[config.mk]
export PLATFORM = sky130hd
export DESIGN_NAME = mme_exec
export DESIGN_NICKNAME = d
export VERILOG_FILES = /design/src/mme_exec.v /design/src/mme_mul8.v
export VERILOG_INCLUDE_DIRS = /design/src
export SDC_FILE = /design/constraint.sdc
export NUM_CORES = 1
export LEC_CHECK = 0
export BUFFER_PORTS_ARGS = -buffer_cell sky130_fd_sc_hd__buf_2
export CAP_MARGIN = 20
export CELL_PAD_IN_SITES_DETAIL_PLACEMENT = 0
export CELL_PAD_IN_SITES_GLOBAL_PLACEMENT = 1
export CORE_UTILIZATION = 25
export DETAILED_ROUTE_END_ITERATION = 8
export GPL_TIMING_DRIVEN = 0
export MAX_ROUTING_LAYER = met4
export PLACE_DENSITY = 0.54
export SLEW_MARGIN = 20
export SYNTH_ARGS = -nofsm -noshare
export SYNTH_HDL_FRONTEND = slang
export SYNTH_SLANG_ARGS = --single-unit
[constraint.sdc]
create_clock -name mclk -period 5.1 [get_ports mclk]
set_input_delay 0.765 -clock mclk [delete_from_list [all_inputs] [get_ports mclk]]
set_output_delay 0.765 -clock mclk [all_outputs]
set_load 0.02 [all_outputs]
[src/mme_map.vh]
// Constants for the move and multiply execution block.
// Assumes inclusion by mme_exec.v only; mme_mul8.v does not include it.
`ifndef MME_MAP_VH
`define MME_MAP_VH
`define MME_OPC_STORE_HI   7'h37
`define MME_OPC_MULF_HI    7'h01
`define MME_OPC_MULL       8'h0D
`define MME_OPC_LOADL      8'h0E
`define MME_ACCESS_BIT     8
`define MME_Q1             2'h0
`define MME_Q2             2'h1
`define MME_Q3             2'h2
`define MME_Q4             2'h3
`define MME_ACC_LOW_TOP    8'h7F
`define MME_ACC_LOW_BANK   4'h0
`define MME_ACC_HIGH_BANK  4'hF
`define MME_BYTE_RST       8'h00
`define MME_PROD_RST       16'h0000
`endif

[src/mme_exec.v]
// Execution of store-working-to-file and the two multiply instructions.
// Assumes a decoder presenting one instruction word per four-quarter cycle
// and a banked file that returns read data combinationally.
`timescale 1ns/1ns
`include "mme_map.vh"
module mme_exec #(
  parameter DW = 8,
  parameter BW = 4
) (
  input  wire          mclk,
  input  wire          resetn,
  input  wire [15:0]   instr_word,
  input  wire          instr_valid,
  input  wire [DW-1:0] working_register,
  input  wire [BW-1:0] bank_select_register,
  input  wire [DW-1:0] file_rdata,
  input  wire [4:0]    status_in,
  output reg  [BW+7:0] file_addr,
  output reg           file_rd,
  output reg           file_we,
  output reg  [DW-1:0] file_wdata,
  output reg  [DW-1:0] product_high,
  output reg  [DW-1:0] product_low,
  output reg           prod_we,
  output reg  [4:0]    status_out,
  output reg           status_we,
  output reg  [1:0]    quarter
);
  // Quarter codes of the instruction cycle
  localparam [1:0] Q_DECODE  = `MME_Q1;
  localparam [1:0] Q_READ    = `MME_Q2;
  localparam [1:0] Q_PROCESS = `MME_Q3;
  localparam [1:0] Q_WRITE   = `MME_Q4;
  localparam       PW        = 2 * DW;

  wire            is_store;
  wire            is_mulf;
  wire            is_mull;
  wire            is_mul;
  wire            use_bsr;
  wire            acc_low;
  wire [7:0]      f_addr;
  wire [BW-1:0]   acc_bank;
  wire [BW-1:0]   bank_sel;
  wire [BW+7:0]   addr_nxt;
  wire [PW-1:0]   prod;
  reg  [15:0]     op_r;
  reg  [15:0]     op_nxt;
  reg             op_v_r;
  reg             op_v_nxt;
  reg  [DW-1:0]   opnd_r;
  reg  [DW-1:0]   opnd_nxt;
  reg  [1:0]      quarter_nxt;

  // Free running phase counter; every instruction takes four edges
  always @* begin
    quarter_nxt = quarter + 2'h1;
  end

  always @(posedge mclk or negedge resetn) begin
    if (!resetn) begin
      quarter <= `MME_Q1;
    end else begin
      quarter <= quarter_nxt;
    end
  end

  // Word is latched at the end of the decode quarter; the valid mark
  // is dropped after the write quarter so nothing repeats
  always @* begin
    op_nxt   = op_r;
    op_v_nxt = op_v_r;
    case (quarter)
      Q_DECODE: begin
        op_nxt   = instr_word;
        op_v_nxt = instr_valid;
      end
      Q_READ: begin
        op_v_nxt = op_v_r;
      end
      Q_PROCESS: begin
        op_v_nxt = op_v_r;
      end
      Q_WRITE: begin
        op_v_nxt = 1'b0;
      end
      default: begin
        op_v_nxt = 1'b0;
      end
    endcase
  end

  always @(posedge mclk or negedge resetn) begin
    if (!resetn) begin
      op_r   <= 16'h0000;
      op_v_r <= 1'b0;
    end else begin
      op_r   <= op_nxt;
      op_v_r <= op_v_nxt;
    end
  end

  // Decode of the three handled opcodes; anything else raises no strobe, though its offset still reaches file_addr
  assign is_store = op_v_r && (op_r[15:9] == `MME_OPC_STORE_HI);
  assign is_mulf  = op_v_r && (op_r[15:9] == `MME_OPC_MULF_HI);
  assign is_mull  = op_v_r && (op_r[15:8] == `MME_OPC_MULL);
  assign is_mul   = is_mull || is_mulf;

  assign use_bsr  = op_r[`MME_ACCESS_BIT];
  assign f_addr   = op_r[7:0];

  // Access bank: low offsets from bank 0, high offsets from the top
  // bank, so one window reaches common data without a bank change
  assign acc_low  = (f_addr <= `MME_ACC_LOW_TOP);
  assign acc_bank = acc_low ? `MME_ACC_LOW_BANK : `MME_ACC_HIGH_BANK;
  assign bank_sel = use_bsr ? bank_select_register : acc_bank;
  assign addr_nxt = {bank_sel, f_addr};

  // Address holds until the next read quarter; the read strobe lasts
  // one quarter and only the file multiply raises it
  always @(posedge mclk or negedge resetn) begin
    if (!resetn) begin
      file_addr <= {(BW+8){1'b0}};
      file_rd   <= 1'b0;
    end else begin
      file_rd <= 1'b0;
      if (quarter == Q_READ) begin
        file_addr <= addr_nxt;
        file_rd   <= is_mulf;
      end
    end
  end

  // Second operand: the literal in the read quarter, or the file byte
  // at the end of the process quarter while the strobe stands
  always @* begin
    opnd_nxt = opnd_r;
    case (quarter)
      Q_READ: begin
        if (is_mull) begin
          opnd_nxt = op_r[7:0];
        end
      end
      Q_PROCESS: begin
        if (is_mulf) begin
          opnd_nxt = file_rdata;
        end
      end
      default: begin
        opnd_nxt = opnd_r;
      end
    endcase
  end

  always @(posedge mclk or negedge resetn) begin
    if (!resetn) begin
      opnd_r <= `MME_BYTE_RST;
    end else begin
      opnd_r <= opnd_nxt;
    end
  end

  // Working register is only read here, never driven back
  mme_mul8 #(
    .W (DW)
  ) u_mul (
    .a (working_register),
    .b (opnd_r),
    .p (prod)
  );

  // Store result is registered at the end of the write quarter as a one-clock strobe
  always @(posedge mclk or negedge resetn) begin
    if (!resetn) begin
      file_wdata <= `MME_BYTE_RST;
      file_we    <= 1'b0;
    end else begin
      file_we <= 1'b0;
      if ((quarter == Q_WRITE) && is_store) begin
        file_wdata <= working_register;
        file_we    <= 1'b1;
      end
    end
  end

  // Product pair is written together so no half-updated pair is seen
  always @(posedge mclk or negedge resetn) begin
    if (!resetn) begin
      product_high <= `MME_BYTE_RST;
      product_low  <= `MME_BYTE_RST;
    end else begin
      if ((quarter == Q_WRITE) && is_mul) begin
        product_high <= prod[PW-1:DW];
        product_low  <= prod[DW-1:0];
      end
    end
  end

  always @(posedge mclk or negedge resetn) begin
    if (!resetn) begin
      prod_we <= 1'b0;
    end else begin
      prod_we <= (quarter == Q_WRITE) && is_mul;
    end
  end

  // Flags are only echoed; none of these instructions may write them
  always @(posedge mclk or negedge resetn) begin
    if (!resetn) begin
      status_out <= 5'h00;
      status_we  <= 1'b0;
    end else begin
      status_out <= status_in;
      status_we  <= 1'b0;
    end
  end

endmodule // mme_exec

[src/mme_mul8.v]
// Unsigned combinational 8 by 8 multiplier.
// Assumes the caller registers the product.
`timescale 1ns/1ns
module mme_mul8 #(
  parameter W = 8
) (
  input  wire [W-1:0]   a,
  input  wire [W-1:0]   b,
  output wire [2*W-1:0] p
);
  assign p = a * b;
endmodule // mme_mul8

### Word-level counts from Yosys, hierarchy flattened

Cells that the tools add are included.

| operators by class | value |
|---|---|
| reductions and logical operators | 10 |
| multiply operators | 1 |
| $lt $le $gt $ge | 1 |
| eq/ne operators | 8 |
| multiplexer cells | 8 |
| add/sub/neg operators | 1 |

Operators by type and width:

| operator | number |
|---|---|
| 8-bit by 8-bit multiplier with 16-bit output | 1 |
| 8-bit 2-to-1 mux | 2 |
| 8-bit case mux with 2 select lines | 1 |
| 8-bit by 4-bit == test with 1-bit output (second input constant) | 1 |
| 8-bit by 7-bit <= comparator with 1-bit output (second input constant) | 1 |
| 4-bit 2-to-1 mux | 2 |
| 7-bit by 1-bit == test with 1-bit output (second input constant) | 1 |
| 7-bit by 6-bit == test with 1-bit output (second input constant) | 1 |
| 1-bit logical AND | 5 |
| 2-bit == test (second input constant) | 2 |
| 2-bit != test (second input constant) | 2 |
| 3-bit AND reduction | 1 |
| 2-bit by 1-bit adder with 2-bit output (second input constant) | 1 |
| 2-bit by 1-bit == test with 1-bit output (second input constant) | 1 |
| 2-bit logical NOT | 1 |
| 1-bit 2-to-1 mux | 2 |
| 1-bit case mux with 2 select lines | 1 |
| 2-bit nonzero test | 1 |
| 2-bit OR reduction | 1 |
| 1-bit logical OR | 1 |

| word-level totals | value |
|---|---|
| output and inout bits | 47 |
| register bits after elaboration | 71 |
| word-level logic and storage cells | 41 |
| input bits | 44 |

### Logic depth before layout (Yosys ltp)

| depth | value |
|---|---|
| depth in word-level cells | 4 |
| depth in mapped cells | 17 |
| gate-level depth less buffers | 16 |

### Modules after synthesis

A second synthesis with hierarchy kept.

| unflattened totals | value |
|---|---|
| cells, all modules | 424 |
| area, all modules | 4951.0 µm² |

By module, submodules not included:

| module | cells each | area each (µm²) | times used |
|---|---|---|---|
| mme_exec | 181 | 2836.5 | 1 |
| mme_mul8 | 243 | 2114.5 | 1 |

### Worst setup path before layout

OpenSTA, ideal clock, no wires.

| timing path | value |
|---|---|
| kind | input-to-reg |
| start | input working_register[2] |
| end | register product_high[7] |
| buffers on the path | 0 |
| slack | 764 ps |
| arrival | 4215 ps |
| cell stages on the path | 13 |
| data required time | 4979 ps |
| cells stage by stage | and2_1 -> fa_1 -> fa_1 -> fa_1 -> inv_1 -> fa_1 -> inv_1 -> ha_1 -> nand4_1 -> a311oi_1 -> o22ai_1 -> xnor2_1 -> o21ai_1 |

| on the way | value |
|---|---|
| word-level cells in the longest chain between the ends | 1 |

Ends and longest elaborated chain:

| item | line | text |
|---|---|---|
| from (decl) | mme_exec.v:14 | `input wire [DW-1:0] working_register,` |
| 8-bit by 8-bit multiplier with 16-bit output | mme_mul8.v:11 | `assign p = a * b;` |
| to (signal assigned) | mme_exec.v:189 | `` product_high <= `MME_BYTE_RST; `` |
| to (signal assigned) | mme_exec.v:193 | `product_high <= prod[PW-1:DW];` |
| to (decl) | mme_exec.v:22 | `output reg [DW-1:0] product_high,` |

No other way between the ends.
A chain may end at the register's enable or synchronous reset.

### Worst setup path after layout

Ends and elaborated chain as after synthesis.

==> results_dict.tcl <==
set metrics [dict create \
    seq_area_mm2 0.00178 \
    start_util 0.254 \
    yosysUniqueCellTypes 49 \
    slowest_delay_ns 0.56 \
    h-tree-depth 3 \
    hp-class "in2async" \
    multi_input_area_mm2 0.00286 \
    num_io_pins 91 \
    syn_inst 461 \
    post-route-drc-count 0 \
    cp.required_ns 5.33 \
    syn_to_final_growth_pct 22.3 \
    comb_power_share 0.544 \
    synth_flop_cell "dfrtp_1" \
    netlist_area_mm2 0.00495 \
    path_clk_slew_ns 0.07 \
    worstMarginPinSlew_ns 0.604 \
    cts_hold_buffers 0 \
    dp_hpwl_um 9030 \
    synth_warnings 0 \
    finalCriticalPeriod_ns 4.64 \
    final.setup.tns_ns 0 \
    synth_top_area_cell "dfrtp_1" \
    tritoncts "built" \
    grt_max_degree 55 \
    finalHoldViolations 0 \
    via_per_inst 4.24 \
    end_kind "flip-flop" \
    die_x_um 143 \
    io_buffers 89 \
    powerDensity_mw_per_mm2 455 \
    coreArea_mm2 0.0195 \
    grt_pass1_wl_um 19100 \
    nFillCells 2055 \
    dp_slack_ns 0.122 \
    rows 51 \
    postRouteAntennaNets 0 \
    power_frac_clock 0.232 \
    num-nets-final 682 \
    crit_type "in2reg" \
    critPathMaxFanout 9 \
    grt_pass1_vias 3781 \
    p_seq_frac 0.224 \
    first_iter_violations 104 \
    fin_crit_sh 0.910 \
    intPower_mw 1.60 \
    max_clock_freq_ghz 0.215 \
    die-area_mm2 0.0204 \
    layout_setup_ws_ns 0.458 \
    synth_fp_nets 581 \
    vias 3531 \
    n_antenna_cell 0 \
    syn-mean-instance-area_um2 10.7 \
    start_kind "primary input" \
    cpMostUsedCell "fa_1" \
    setup_viol 0 \
    cpMaxStageDelayCell "fa_1" \
    post_cts_buffers 0 \
    first_pass_iters 4 \
    cts_buffer_depth 2 \
    layout_common_cells "buf_2 (91), dfrtp_1 (71), inv_1 (61), and2_1 (51), nand2_1 (48)" \
    rsz0062_at_grt "no" \
    clk_latency_ns 0.35 \
    wl_per_cell_um 14.0 \
    async_reset_ff_frac 1.00 \
    numCtsBuffers 9 \
    track_usage 0.128 \
    power_switching_share 0.418 \
    cap_violations 0 \
    yosys-top-cells-area "dfrtp_1 (36%), fa_1 (15%), ha_1 (10%), mux2_2 (7.5%), and2_1 (6.4%)" \
    gp_congestion 0.770 \
    layout-drive-gt1-share 0.282 \
    crit_chain "buf_2 -> and2_1 -> fa_1 -> fa_1 -> fa_1 -> inv_1 -> fa_1 -> inv_1 -> ha_1 -> nand4_1 -> a311oi_1 -> o22ai_1 -> xnor2_1 -> o21ai_1" \
    synth_edf_count 0 \
    p_sw_mw 1.15 \
    grt_overflow_total 0 \
    yosys_register_bits 71 \
    cellLeakagePower_nw 2.97 \
    status "complete, no violations" \
    clock_sinks 71 \
    wl_um 11600 \
    cts_root_buf "clkbuf_16" \
    synth_top_area_frac 0.359 \
    yosysSeqAreaShare 0.359 \
    slew_headroom 0.598 \
    cts_resized 0 \
    peakVddDrop_v 0.000212 \
    cp.arrival_ns 4.88 \
    die_h_um 143 \
    final_common_cell "buf_2" \
    skew_ns 0.0107 \
    antenna_found_initial 0 \
    maxSlewViolCount 0 \
]
power groups by stage:
stage / clock network, mW / logic, mW / registers (mW)
6_report: 0.640 / 1.50 / 0.617
5_1_grt: 0.686 / 1.73 / 0.622
4_1_cts: 0.667 / 1.55 / 0.618
3_5_place_dp: 0 / 1.53 / 0.629
3_3_place_gp: 0 / 1.53 / 0.628
2_1_floorplan: 0 / 1.18 / 0.644
flip-flops by register name, summed over array words and instances, names as in the netlist:
name	flops
status_out	5
file_we	1
product_high	8
op_r	16
prod_we	1
quarter	2
file_rd	1
op_v_r	1
opnd_r	8
file_addr	12
file_wdata	8
product_low	8
worst paths after layout:
kind                                     startpoint         endpoint  slack (ns)  cells past startpoint
min in group mclk                    product_low[3]   product_low[3]        0.47                      2
worst min-delay path                         resetn  product_high[1]        0.28                      1
max in group asynchronous                    resetn    file_wdata[4]        4.24                      2
worst min register to register       product_low[3]   product_low[3]        0.47                      2
worst max-delay path            working_register[2]  product_high[7]        0.46                     14
worst max register to register            opnd_r[7]  product_high[7]        0.54                     13
critical path: cells and delay by family:
family	cells	cell delay (ns)
buffers and inverters	3	0.28
AO/OA/AOI/OAI	3	0.72
adder cells (fa/ha/maj)	5	2.52
XOR/XNOR	1	0.20
AND/OR/NAND/NOR	2	0.37
cells in the mapped netlist (2+ instances only):
master / instances
inv_1: 61
and3_1: 2
xnor2_1: 6
nor3_1: 2
xor2_1: 3
dfrtp_1: 71
a21oi_1: 14
o21ai_0: 14
and2_1: 51
fa_1: 36
clkbuf_1: 3
ha_1: 40
o211ai_1: 2
o21a_1: 2
a21o_1: 3
buf_6: 4
nand2_1: 48
buf_2: 3
nand4_1: 3
nand2b_1: 3
mux2i_1: 8
nor2b_1: 3
nor2_1: 11
o21ai_1: 10
mux2_2: 33
nor3_2: 2
cells by family after synthesis:
logic type | Yosys count | synth area share
simple gates | 132 | 0.144
fa+ha+maj | 76 | 0.247
buf+inv | 73 | 0.0632
flops | 71 | 0.359
compound gates | 58 | 0.0789
mux | 41 | 0.0913
xor+xnor | 9 | 0.0159
other cells | 1 | 0.000758
stage by stage:
step	instance area [um2]	hold slack, ns	std cells	power [mW]	utilization
floorplan	4950	0.469	461	1.82	-
global placement	5730	0.455	815	2.16	0.294
detailed placement	5760	0.458	816	2.16	0.296
CTS	6060	0.276	832	2.83	0.311
global route	6060	0.294	832	3.04	0.311
finish	6060	0.279	832	2.76	0.311
final cells by class:
class,instances,share of cell area
multi-input cells,317,0.472
well taps,265,0.0548
clock buffers,9,0.0372
plain buffers,12,0.0138
repair buffers,90,0.0785
inverters,61,0.0378
clock inverters,7,0.0122
flip-flops and latches,71,0.293
layer usage:
layer  part of all wire  track usage
met4              0.011       0.0340
met1               0.45        0.157
met5                  0            -
met2               0.50        0.214
met3              0.035       0.0272
No activity file was read; power rests on OpenSTA's default activity.
